**src/logic/steer_monitor_pkg.sv**
```systemverilog
package steer_monitor_pkg;

  localparam int unsigned CNT_W           = 32;
  localparam longint      CLK_FREQ_HZ     = 200_000_000;
  localparam longint      PERSIST_TIME_MS = 60;
  localparam longint      HOLD_TIME_MS    = 100;

  // rounded down, both figures are exact at this rate
  localparam logic [CNT_W-1:0] PERSIST_CYCLES = CNT_W'(CLK_FREQ_HZ / 1000 * PERSIST_TIME_MS);
  localparam logic [CNT_W-1:0] HOLD_CYCLES    = CNT_W'(CLK_FREQ_HZ / 1000 * HOLD_TIME_MS);

  localparam int unsigned      ACTION_W        = 4;
  localparam logic [ACTION_W-1:0] TRACTION_NONE = 4'h0;
  localparam logic [ACTION_W-1:0] TRACTION_STOP = 4'h1;

  typedef enum logic [2:0] {
    ST_RUN      = 3'b001,
    ST_HOLD     = 3'b010,
    ST_SHUTDOWN = 3'b100
  } steer_state_type;

endpackage : steer_monitor_pkg

```
**src/logic/pair_check_if.sv**
```systemverilog
`timescale 1ns/100ps
interface pair_check_if #(parameter int W = 12);
  logic         enable;
  logic         sawtooth_mode;
  logic         sample_valid;
  logic [W-1:0] channel_a;
  logic [W-1:0] channel_b;
  logic [W-1:0] gain;
  logic [W-1:0] offset;
  logic [W-1:0] fault_volts;
  logic [W-1:0] upper_sweep_voltage;
  logic [W-1:0] lower_sweep_voltage;
  logic [W-1:0] tolerance;
  logic         sincos_event;
  logic         sawtooth_event;

  modport monitor (
    output enable, sawtooth_mode, sample_valid, channel_a, channel_b, gain, offset,
           fault_volts, upper_sweep_voltage, lower_sweep_voltage, tolerance,
    input  sincos_event, sawtooth_event
  );
  modport evaluator (
    input  enable, sawtooth_mode, sample_valid, channel_a, channel_b, gain, offset,
           fault_volts, upper_sweep_voltage, lower_sweep_voltage, tolerance,
    output sincos_event, sawtooth_event
  );
endinterface : pair_check_if

```
**src/logic/pair_checker.sv**
```systemverilog
`timescale 1ns/100ps
module pair_checker #(
  parameter int                               W       = 12,
  parameter logic [steer_monitor_pkg::CNT_W-1:0] PERSIST = steer_monitor_pkg::PERSIST_CYCLES
) (
  input wire logic        clk,
  input wire logic        rst_n,
  pair_check_if.evaluator chk
);
  import steer_monitor_pkg::*;

  logic [W-1:0]       diff;
  logic [W:0]         sweep_sum;
  logic [W:0]         diff_dbl;
  logic [W:0]         dev_dbl;
  logic               over_tol;
  logic signed [W:0]  xa;
  logic signed [W:0]  xb;
  logic [2*W+2:0]     radius_sq;
  logic [W-1:0]       low_r;
  logic [W:0]         high_r;
  logic [2*W-1:0]     low_sq;
  logic [2*W+1:0]     high_sq;
  logic               mismatch;
  logic               dev_d, dev_q;
  logic [CNT_W-1:0]   cnt_d, cnt_q;

  always_comb begin
    // doubled on both sides so the half-sum stays exact
    diff      = (chk.channel_a >= chk.channel_b) ? chk.channel_a - chk.channel_b
                                                 : chk.channel_b - chk.channel_a;
    sweep_sum = {1'b0, chk.upper_sweep_voltage} + {1'b0, chk.lower_sweep_voltage};
    diff_dbl  = {diff, 1'b0};
    dev_dbl   = (diff_dbl >= sweep_sum) ? diff_dbl - sweep_sum : sweep_sum - diff_dbl;
    over_tol  = dev_dbl > {chk.tolerance, 1'b0};
    // ring check on squares avoids a square root
    xa        = $signed({1'b0, chk.channel_a}) - $signed({1'b0, chk.offset});
    xb        = $signed({1'b0, chk.channel_b}) - $signed({1'b0, chk.offset});
    // squares formed at full width, a self-sized product would wrap
    radius_sq = (2*W+3)'(xa * xa) + (2*W+3)'(xb * xb);
    low_r     = (chk.gain > chk.fault_volts) ? chk.gain - chk.fault_volts : '0;
    high_r    = {1'b0, chk.gain} + {1'b0, chk.fault_volts};
    low_sq    = low_r * low_r;
    high_sq   = high_r * high_r;
    mismatch  = (radius_sq < {3'b000, low_sq}) || (radius_sq > {1'b0, high_sq});
  end

  always_comb begin
    dev_d = dev_q;
    if (!chk.enable || !chk.sawtooth_mode) begin
      dev_d = 1'b0;
    end else if (chk.sample_valid) begin
      dev_d = over_tol;
    end
    // back within tolerance restarts the wait
    cnt_d = '0;
    if (dev_q && dev_d) begin
      cnt_d = (cnt_q == PERSIST - 1'b1) ? cnt_q : cnt_q + 1'b1;
    end
  end

  always_ff @(posedge clk or negedge rst_n) begin
    if (!rst_n) begin
      dev_q <= 1'b0;
      cnt_q <= '0;
    end else begin
      dev_q <= dev_d;
      cnt_q <= cnt_d;
    end
  end

  assign chk.sincos_event   = chk.enable && !chk.sawtooth_mode && chk.sample_valid && mismatch;
  // gated so a count ending as the keyswitch drops cannot relatch
  assign chk.sawtooth_event = chk.enable && dev_q && (cnt_q == PERSIST - 1'b1);

endmodule : pair_checker

```
**src/logic/steer_sensor_plausibility_monitor.sv**
```systemverilog
// Behaviour
// - sine/cosine command pair off the ideal ring by over fault volts flags fault
// - same sine/cosine check on the feedback pair flags a feedback fault
// - sawtooth command deviation is abs(abs(a-b) - half sweep sum) against tolerance
// - same sawtooth deviation on the feedback pair against feedback tolerance
// - sawtooth fault set only after deviation persists continuously for 60 ms
// - any fault holds steering, then shuts down; latched until keyswitch cycles
// - while any fault is active traction action code 1, stop, is reported
`timescale 1ns/100ps
module steer_sensor_plausibility_monitor
  import steer_monitor_pkg::*;
#(
  parameter int                 W       = 12,
  parameter logic [CNT_W-1:0]   PERSIST = steer_monitor_pkg::PERSIST_CYCLES,
  parameter logic [CNT_W-1:0]   HOLD    = steer_monitor_pkg::HOLD_CYCLES
) (
  input  wire logic                                 clk,
  input  wire logic                                 rst_n,
  input  wire logic                                 keyswitch_input,
  input  wire logic                                 command_is_sawtooth,
  input  wire logic                                 command_sample_valid,
  input  wire logic [W-1:0]                         command_channel_a,
  input  wire logic [W-1:0]                         command_channel_b,
  input  wire logic [W-1:0]                         command_gain,
  input  wire logic [W-1:0]                         command_offset,
  input  wire logic [W-1:0]                         command_fault_volts,
  input  wire logic [W-1:0]                         command_upper_sweep_voltage,
  input  wire logic [W-1:0]                         command_lower_sweep_voltage,
  input  wire logic [W-1:0]                         command_tolerance,
  input  wire logic                                 feedback_is_sawtooth,
  input  wire logic                                 feedback_sample_valid,
  input  wire logic [W-1:0]                         feedback_channel_a,
  input  wire logic [W-1:0]                         feedback_channel_b,
  input  wire logic [W-1:0]                         feedback_gain,
  input  wire logic [W-1:0]                         feedback_offset,
  input  wire logic [W-1:0]                         feedback_fault_volts,
  input  wire logic [W-1:0]                         feedback_upper_sweep_voltage,
  input  wire logic [W-1:0]                         feedback_lower_sweep_voltage,
  input  wire logic [W-1:0]                         feedback_tolerance,
  output logic                                      command_sincos_fault,
  output logic                                      command_sawtooth_fault,
  output logic                                      feedback_sincos_fault,
  output logic                                      feedback_sawtooth_fault,
  output logic                                      steer_hold,
  output logic                                      steer_shutdown,
  output logic [steer_monitor_pkg::ACTION_W-1:0]    traction_fault_action
);
  import steer_monitor_pkg::*;

  logic              ks_meta_q, ks_sync_q;
  logic              ks_on;
  logic [3:0]        flags_d, flags_q;
  logic [3:0]        events;
  logic              any_fault_d;
  steer_state_type   state_d, state_q;
  logic [CNT_W-1:0]  hold_cnt_d, hold_cnt_q;
  logic              hold_d, hold_q;
  logic              shut_d, shut_q;
  logic [ACTION_W-1:0] action_d, action_q;

  pair_check_if #(.W(W)) cmd_if ();
  pair_check_if #(.W(W)) fb_if ();

  // keyswitch is a pin: two stages before use
  always_ff @(posedge clk or negedge rst_n) begin
    if (!rst_n) begin
      ks_meta_q <= 1'b0;
      ks_sync_q <= 1'b0;
    end else begin
      ks_meta_q <= keyswitch_input;
      ks_sync_q <= ks_meta_q;
    end
  end
  assign ks_on = ks_sync_q;

  assign cmd_if.enable              = ks_on;
  assign cmd_if.sawtooth_mode       = command_is_sawtooth;
  assign cmd_if.sample_valid        = command_sample_valid;
  assign cmd_if.channel_a           = command_channel_a;
  assign cmd_if.channel_b           = command_channel_b;
  assign cmd_if.gain                = command_gain;
  assign cmd_if.offset              = command_offset;
  assign cmd_if.fault_volts         = command_fault_volts;
  assign cmd_if.upper_sweep_voltage = command_upper_sweep_voltage;
  assign cmd_if.lower_sweep_voltage = command_lower_sweep_voltage;
  assign cmd_if.tolerance           = command_tolerance;

  assign fb_if.enable              = ks_on;
  assign fb_if.sawtooth_mode       = feedback_is_sawtooth;
  assign fb_if.sample_valid        = feedback_sample_valid;
  assign fb_if.channel_a           = feedback_channel_a;
  assign fb_if.channel_b           = feedback_channel_b;
  assign fb_if.gain                = feedback_gain;
  assign fb_if.offset              = feedback_offset;
  assign fb_if.fault_volts         = feedback_fault_volts;
  assign fb_if.upper_sweep_voltage = feedback_upper_sweep_voltage;
  assign fb_if.lower_sweep_voltage = feedback_lower_sweep_voltage;
  assign fb_if.tolerance           = feedback_tolerance;

  pair_checker #(.W(W), .PERSIST(PERSIST)) u_command (
    .clk   (clk),
    .rst_n (rst_n),
    .chk   (cmd_if.evaluator)
  );

  pair_checker #(.W(W), .PERSIST(PERSIST)) u_feedback (
    .clk   (clk),
    .rst_n (rst_n),
    .chk   (fb_if.evaluator)
  );

  assign events = {fb_if.sawtooth_event, fb_if.sincos_event,
                   cmd_if.sawtooth_event, cmd_if.sincos_event};

  always_comb begin
    // keyswitch off clears; events are gated by the same ks_on, so none can set in that cycle
    flags_d = (ks_on ? flags_q : 4'h0) | events;
    any_fault_d = |flags_d;
    state_d    = state_q;
    hold_cnt_d = '0;
    case (state_q)
      ST_RUN: begin
        if (any_fault_d) begin
          state_d = ST_HOLD;
        end
      end
      ST_HOLD: begin
        hold_cnt_d = hold_cnt_q + 1'b1;
        if (!any_fault_d) begin
          state_d = ST_RUN;
        end else if (hold_cnt_q == HOLD - 1'b1) begin
          state_d = ST_SHUTDOWN;
        end
      end
      ST_SHUTDOWN: begin
        // only a keyswitch cycle releases the drive
        if (!any_fault_d) begin
          state_d = ST_RUN;
        end
      end
      default: begin
        state_d = ST_RUN;
      end
    endcase
    hold_d   = (state_d == ST_HOLD);
    shut_d   = (state_d == ST_SHUTDOWN);
    action_d = any_fault_d ? TRACTION_STOP : TRACTION_NONE;
  end

  always_ff @(posedge clk or negedge rst_n) begin
    if (!rst_n) begin
      flags_q    <= 4'h0;
      state_q    <= ST_RUN;
      hold_cnt_q <= '0;
      hold_q     <= 1'b0;
      shut_q     <= 1'b0;
      action_q   <= TRACTION_NONE;
    end else begin
      flags_q    <= flags_d;
      state_q    <= state_d;
      hold_cnt_q <= hold_cnt_d;
      hold_q     <= hold_d;
      shut_q     <= shut_d;
      action_q   <= action_d;
    end
  end

  assign command_sincos_fault    = flags_q[0];
  assign command_sawtooth_fault  = flags_q[1];
  assign feedback_sincos_fault   = flags_q[2];
  assign feedback_sawtooth_fault = flags_q[3];
  assign steer_hold              = hold_q;
  assign steer_shutdown          = shut_q;
  assign traction_fault_action   = action_q;

endmodule : steer_sensor_plausibility_monitor

```
**config.mk**
```make
export PLATFORM = sky130hd
export DESIGN_NAME = steer_sensor_plausibility_monitor
export DESIGN_NICKNAME = d
export VERILOG_FILES = /design/src/logic/steer_monitor_pkg.sv /design/src/logic/pair_check_if.sv /design/src/logic/pair_checker.sv /design/src/logic/steer_sensor_plausibility_monitor.sv
export SDC_FILE = /design/constraint.sdc
export NUM_CORES = 2
export LEC_CHECK = 0
export BUFFER_PORTS_ARGS = -buffer_cell sky130_fd_sc_hd__buf_2
export CORE_UTILIZATION = 50
export CTS_CLUSTER_DIAMETER = 30
export DETAILED_ROUTE_END_ITERATION = 8
export PLACE_DENSITY = 0.67
export SLEW_MARGIN = 20
export SYNTH_ARGS = -nofsm -noshare
export SYNTH_HDL_FRONTEND = slang
export SYNTH_SLANG_ARGS = --single-unit
export TNS_END_PERCENT = 30
```
**constraint.sdc**
```tcl
create_clock -name clk -period 2.7 [get_ports clk]
set_input_delay 0.27 -clock clk [delete_from_list [all_inputs] [get_ports clk]]
set_output_delay 0.27 -clock clk [all_outputs]
set_load 0.01 [all_outputs]
```
-- Yosys cells after proc, flatten, opt, wreduce, memory -nomap -nowiden
Index checks and enable logic that the tools add are counted.
- output and inout port bits: 10
- input port bits: 199
- bits in registers: 110
- logic and storage cells: 108
- multiplexer cells: 22
- equality and inequality tests: 10
- magnitude comparators: 12
- multiply operators: 8
- bitwise gates (word level): 1
- reduce and logical (&&, ||, !) cells: 20
- add/sub/neg operators: 23
- operators with widths (operator ; count):
    2-to-1 mux 32 bit ; 5
    multiplier 13 x 13 -> 26 bit ; 6
    adder 32 x 1 -> 32 bit, second input constant ; 3
    subtractor 12 bit ; 6
    equality test 32 x 24 -> 1 bit, second input constant ; 2
    adder 27 bit ; 2
    greater-than comparator 27 x 26 -> 1 bit ; 2
    less-than comparator 27 x 24 -> 1 bit ; 2
    adder 12 x 12 -> 13 bit ; 4
    subtractor 12 x 12 -> 13 bit ; 4
    subtractor 13 bit ; 4
    multiplier 12 x 12 -> 24 bit ; 2
    2-to-1 mux 12 bit ; 4
    equality test 32 x 25 -> 1 bit, second input constant ; 1
    >= comparator 13 bit ; 2
    greater-than comparator 13 bit ; 2
    2-to-1 mux 13 bit ; 2
    >= comparator 12 bit ; 2
    greater-than comparator 12 bit ; 2
    logical AND 1 bit ; 12
    2-to-1 mux 3 bit ; 4
    case mux 3 bit (3 select lines) ; 1
    equality test 3 x 2 -> 1 bit, second input constant ; 2
    equality test 3 bit, second input constant ; 2
    other kinds (8) ; 18

-- Longest topological paths before layout
- depth after elaboration: 11
- gate-level depth with buffers: 55
- depth with buffers taken out: 55

-- Modules after synthesis
Synthesis repeated with hierarchy kept, for this count alone.
- cells, all modules: 6573
- area, all modules: 57259.9 µm²
- modules (own cells, without submodules) (module ; sequential area each (µm²) ; instances ; area each (µm²) ; cells an instance):
    pair_checker at u_feedback ; 825.8 ; 1 ; 27771.6 ; 3209
    pair_checker at u_command ; 825.8 ; 1 ; 27277.4 ; 3144
    steer_sensor_plausibility_monitor ; 1102.3 ; 1 ; 2210.9 ; 220

-- Worst setup path after synthesis
OpenSTA, ideal clock, no wires.
- path type: input-to-reg
- from: in feedback_channel_a[0]
- to: reg state_q[1]
- library setup time: 0.135 ns
- buffers on the path: 0
- slack: -8.049 ns
- data arrival time: 10.614 ns
- data required time: 2.565 ns
- cell stages on the path: 50
- cell sequence: inv_1 -> ha_1 -> fa_1 -> nor2b_1 -> o21ai_0 -> a21boi_0 -> o21ai_0 -> a21boi_0 -> o21ai_0 -> a21boi_0 -> o21ai_0 -> nand2b_1 -> xor2_1 -> inv_1 -> nor2_1 -> ha_1 -> xnor2_1 -> fa_1 -> [... 14 more ...] -> nand4_1 -> nand2_1 -> a21o_1 -> a21o_1 -> a21oi_1 -> xnor2_1 -> ha_1 -> nand2_1 -> or4_1 -> nor4_1 -> o21ai_0 -> o211ai_1 -> maj3_1 -> a211oi_1 -> o31ai_1 -> o211ai_2 -> nor4b_4 -> nor3_1
- word-level cells in the longest chain between the ends: 10
- elaborated cells on any way between the ends: 13
- those cells by class: 2 x add/sub; 1 x mul; 2 x order compare; 4 x mux; 1 x bitwise; 3 x reduce/logical
- ends and longest elaborated chain (element ; RTL line ; source):
    from (decl) ; steer_sensor_plausibility_monitor.sv:32 ; input wire logic [W-1:0] feedback_channel_a,
    subtractor 12 x 12 -> 13 bit * ; pair_checker.sv:37 ; xa = $signed({1'b0, chk.channel_a}) - $signed({1'b0, chk.offset});
    multiplier 13 x 13 -> 26 bit * ; pair_checker.sv:40 ; radius_sq = (2*W+3)'(xa * xa) + (2*W+3)'(xb * xb);
    adder 27 bit * ; pair_checker.sv:40 ;
    less-than comparator 27 x 24 -> 1 bit / greater-than comparator 27 x 26 -> 1 bit (equally long branches) ; pair_checker.sv:45 ; mismatch = (radius_sq < {3'b000, low_sq}) || (radius_sq > {1'b0, high_sq});
    logical OR 1 bit * ; pair_checker.sv:45 ;
    logical AND 1 bit * ; pair_checker.sv:72 ; assign chk.sincos_event = chk.enable && !chk.sawtooth_mode && chk.sample_valid && mismatch;
    OR 4 bit * ; steer_sensor_plausibility_monitor.sv:117 ; flags_d = (ks_on ? flags_q : 4'h0) | events;
    net flags_d[2] ; steer_sensor_plausibility_monitor.sv:52 ; logic [3:0] flags_d, flags_q;
    OR reduction 4 bit * ; steer_sensor_plausibility_monitor.sv:118 ; any_fault_d = |flags_d;
    2-to-1 mux 3 bit, on equally long branches ; steer_sensor_plausibility_monitor.sv:137, steer_sensor_plausibility_monitor.sv:123, steer_sensor_plausibility_monitor.sv:129 ;
    case mux 3 bit (3 select lines) * ; steer_sensor_plausibility_monitor.sv:121 ; case (state_q)
    net state_d[1] ; steer_sensor_plausibility_monitor.sv:55 ; steer_state_type state_d, state_q;
    to (signal assigned) ; steer_sensor_plausibility_monitor.sv:160 ; state_q <= state_d;
    to (decl) ; steer_sensor_plausibility_monitor.sv:55 ;
Mark *: on every way through the listed nets, which the timed path passes. The rest lies on a longest branch.
A chain may end at the register's enable or synchronous reset.

-- Final worst setup path
- from: in feedback_offset[1]
- to: reg state_q[1]
- word-level cells in the longest chain between the ends: 10
- elaborated cells on any way between the ends: 15
- those cells by class: 3 x add/sub; 2 x mul; 2 x order compare; 4 x mux; 1 x bitwise; 3 x reduce/logical
- ends and longest elaborated chain (element ; RTL line ; source):
    from (decl) ; steer_sensor_plausibility_monitor.sv:35 ; input wire logic [W-1:0] feedback_offset,
    subtractor 12 x 12 -> 13 bit, on equally long branches ; pair_checker.sv:37, pair_checker.sv:38 ;
    multiplier 13 x 13 -> 26 bit ; pair_checker.sv:40 ;
    adder 27 bit * ; pair_checker.sv:40 ;
    less-than comparator 27 x 24 -> 1 bit / greater-than comparator 27 x 26 -> 1 bit (equally long branches) ; pair_checker.sv:45 ;
    logical OR 1 bit * ; pair_checker.sv:45 ;
    logical AND 1 bit * ; pair_checker.sv:72 ;
    OR 4 bit * ; steer_sensor_plausibility_monitor.sv:117 ;
    net flags_d[2] ; steer_sensor_plausibility_monitor.sv:52 ;
    OR reduction 4 bit * ; steer_sensor_plausibility_monitor.sv:118 ;
    2-to-1 mux 3 bit, on equally long branches ; steer_sensor_plausibility_monitor.sv:137, steer_sensor_plausibility_monitor.sv:123, steer_sensor_plausibility_monitor.sv:129 ;
    case mux 3 bit (3 select lines) * ; steer_sensor_plausibility_monitor.sv:121 ;
    net state_d[1] ; steer_sensor_plausibility_monitor.sv:55 ;
Marked as above.

==> metrics.txt <==
critical path's slowest cell fa_1; Critical Path End Type flop; proportion of synthesized chip area in sequential cells 4.82%; Total Routing Usage GR a little over a quarter; Worst-Margin Slew slightly above 0.7 ns; Period Utilization, post-route 389%; first-pass GRT wire length ~250000 um; area of the die ~120000 sq um; height of the die 340 um; total DRC errors in the routed layout 0; share of post-route cells with drive strength above 1 between 20% and 30%; CP max stage delay 0.55 ns; HPWL reported at the end of detailed placement roughly 130000 um; crit path DAT about 11 ns; kind of cell with the highest combined delay on the critical path adder cells; count of buffers from port buffering between 200 and 250; total setup violations reported at the end of the flow 74; Final Max Slew Viols 0; Area growth syn-to-layout 31.4%; flip-flop and latch count after synthesis between 100 and 150; max-capacitance violation count 0; mean area per synthesized cell between 8 and 9 sq um; Die X-Extent 340 um; post-layout minimum cycle time roughly 10 ns; cell chosen for the clock root clkbuf_16; global route overflow 0; CP bufs+invs 9; routed wirelength normalized by instance count between 10 and 15 um; hold violation total from the final report 0; Iteration-0 DRC Markers about 2.2k; most instantiated flip-flop cell in the synthesis netlist dfrtp_1; number of inserted filler cells in the final layout 9191; average vias per placed instance around 5.1; most repeated library cell on the critical path fa_1; vias in the first global route between 50k and 60k; number of buffers inserted during clock tree synthesis 9; Max-Slew Margin vs Limit 52.2%; Worst Slack Setup Final -7.80 ns; peak clock frequency supported by timing between 90 and 100 MHz; type of the most critical hold path input pin to flop; final hold slack roughly 0.019 ns; category of the worst setup path launch point input pin; CTS tree built; TritonCTS Sinks 110; utilization after layout around 66%; routability cong. approximately 0.96; Post-Syn Area around 57000 sq um; standard cell core area 113000 sq um; storage element area approximately 2800 sq um; setup repair after global routing missed its margin yes; Starting Density between 50% and 60%; number of warning messages in the yosys log 0; synthesized instance count between 6k and 7k; Routed Wire Length around 150000 um; largest net degree at the start of global routing between 40 and 50; count of different cell masters after synthesis 80; crit path kind input pin to flop; Clock Path Buffers 2; vias post-DR slightly above 50k; worst clock skew ~0.0059 ns; NumNets Final about 11k; crit-path max FO 5; remaining number of nets flagged by the antenna check after routing 0; 1st-pass router iterations 6; combined area of the multi-input logic cells about 50000 sq um; run status complete, but fails checks; number of cell rows ~120; register clock-pin slew on the reported worst setup and hold paths roughly 0.07 ns; Max H-tree Level 3; async set-reset flop share out of synthesis 100%; violations in the final reports negative setup slack; antenna violations before repair 1; EDFF count, synth 0; Critical Path RT about 2.9 ns; latest clock arrival within the worst-skew pair between 0.3 and 0.4 ns; I/O pin total ~210
registers in the layout (all words and copies together), names as in the netlist, 3 cells and up:
register	cells
flags_q	4
u_feedback.cnt_q	32
u_command.cnt_q	32
hold_cnt_q	32
state_q	3
what timing repair did:
item / 4_1_cts / 5_1_grt
hold buffers: 1 / 0
pin swaps: 100 / 129
gates cloned: 2 / 4
endpoints found under the setup margin: 74 / 74
setup buffers: 47 / 26
hold endpoints to repair: 43 / 0
resized for setup: 129 / 146
Yosys cell counts, types with 7 or more instances:
master | count | area share (%)
a2111oi_0 | 8 | 0.12
a211oi_1 | 42 | 0.55
a21boi_0 | 42 | 0.55
a21o_1 | 136 | 1.8
a21oi_1 | 300 | 2.6
a31o_2 | 11 | 0.17
a31oi_1 | 18 | 0.20
a41oi_1 | 8 | 0.12
and2_1 | 22 | 0.24
and3_1 | 42 | 0.46
and4_1 | 12 | 0.18
buf_1 | 9 | 0.059
clkbuf_1 | 97 | 0.64
clkinv_1 | 14 | 0.092
dfrtp_1 | 109 | 4.8
fa_1 | 926 | 32
ha_1 | 907 | 20
inv_1 | 1501 | 9.9
mux2_2 | 16 | 0.32
mux2i_1 | 26 | 0.46
nand2_1 | 439 | 2.9
nand2b_1 | 110 | 1.2
nand3_1 | 87 | 0.76
nand4_1 | 56 | 0.61
nor2_1 | 624 | 4.1
nor2b_1 | 76 | 0.83
nor3_1 | 83 | 0.73
nor4_1 | 15 | 0.16
nor4b_1 | 7 | 0.11
o211ai_1 | 16 | 0.21
o21a_1 | 34 | 0.45
o21ai_0 | 184 | 1.6
o21ai_1 | 9 | 0.079
o21bai_1 | 73 | 0.96
o31a_1 | 7 | 0.11
o31ai_1 | 12 | 0.16
or2_2 | 43 | 0.47
or3_1 | 31 | 0.34
or4_1 | 8 | 0.11
xnor2_1 | 280 | 4.3
xor2_1 | 182 | 2.8
kinds of logic (layout without fill, tap and decap cells):
kind of cell | Yosys count | count (layout) | share of synthesized area [%]
other cells | 1 | 10 | 0.00657
mux | 42 | 42 | 0.771
buf+inv | 1625 | 3514 | 10.7
flops | 110 | 110 | 4.82
fa+ha+maj | 1837 | 1837 | 52.4
compound gates | 959 | 959 | 10.7
simple gates | 1675 | 1676 | 13.5
xor+xnor | 462 | 462 | 7.09
through the flow:
stage / setup slack [ns] / std cells / cell area [sq um] / TNS (ns)
2_1_floorplan: -7.25 / 6717 / 57700 / -339.79
3_3_place_gp: -8.14 / 10011 / 73000 / -382.52
3_5_place_dp: -8.43 / 10011 / 73000 / -389.71
5_1_grt: -8.23 / 10108 / 75000 / -350.28
4_1_cts: -7.67 / 10077 / 74100 / -328.48
6_report: -7.80 / 10110 / 75000 / -330.52
path summary, 6_finish.rpt:
path,startpoint,endpoint,slack (ns),cells past startpoint
worst max-delay path,feedback_offset[1],state_q[1],-7.80,51
worst min-delay path,keyswitch_input,ks_meta_q,0.02,1
worst max register to register,u_feedback.cnt_q[3],u_feedback.cnt_q[29],0.07,10
worst min register to register,ks_meta_q,cmd_if.enable,0.35,0
max in group asynchronous,rst_n,state_q[0],1.43,3
min in group asynchronous,rst_n,hold_cnt_q[24],0.47,2
final cells by class:
cell class                 instances  share of cell area [%]
clock buffer                      10                   0.319
tap                             1500                    2.50
sequential                       110                    3.67
antenna                            3                  0.0100
clock inverter                     6                  0.0917
inverter                        1516                    7.64
multi-input combinational       4983                    66.2
timing repair buffer            1982                    19.6
layout by cell type, fill, tap and decap left out, types with 16 or more instances in the layout:
master    instances
buf_4          1749
inv_1          1466
fa_1            910
ha_1            885
nor2_1          574
nand2_1         429
a21oi_1         273
xnor2_1         268
buf_2           198
xor2_1          169
a21o_1          135
o21ai_0         128
dfrtp_1         109
nand2b_1        107
nand3_1          84
nor3_1           81
nor2b_1          74
o21bai_1         73
nand4_1          56
o21ai_1          47
and3_1           41
or2_2            40
nor2_2           38
o21a_1           34
a211oi_1         33
or3_1            30
inv_2            30
a21oi_2          24
mux2i_1          23
a21boi_1         22
and2_1           21
ha_4             21
o21ai_2          18
buf_6            17
o211ai_1         16
a31oi_1          16
fa_2             16
worst reg2reg max path: cells and delay by family (launching register included):
kind,cells,cell delay [ns]
xor+xnor,1,0.17
flops,1,0.40
simple gates,9,1.96
metal layers:
metal,routed length [um],global-route usage (%)
met1,63400,32.9
met2,78600,48.7
met3,4450,1.51
met4,4860,7.72
met5,0,0
Power is not shown: default switching activity piles up to over one toggle a cycle in this logic, so the estimate is an artifact.
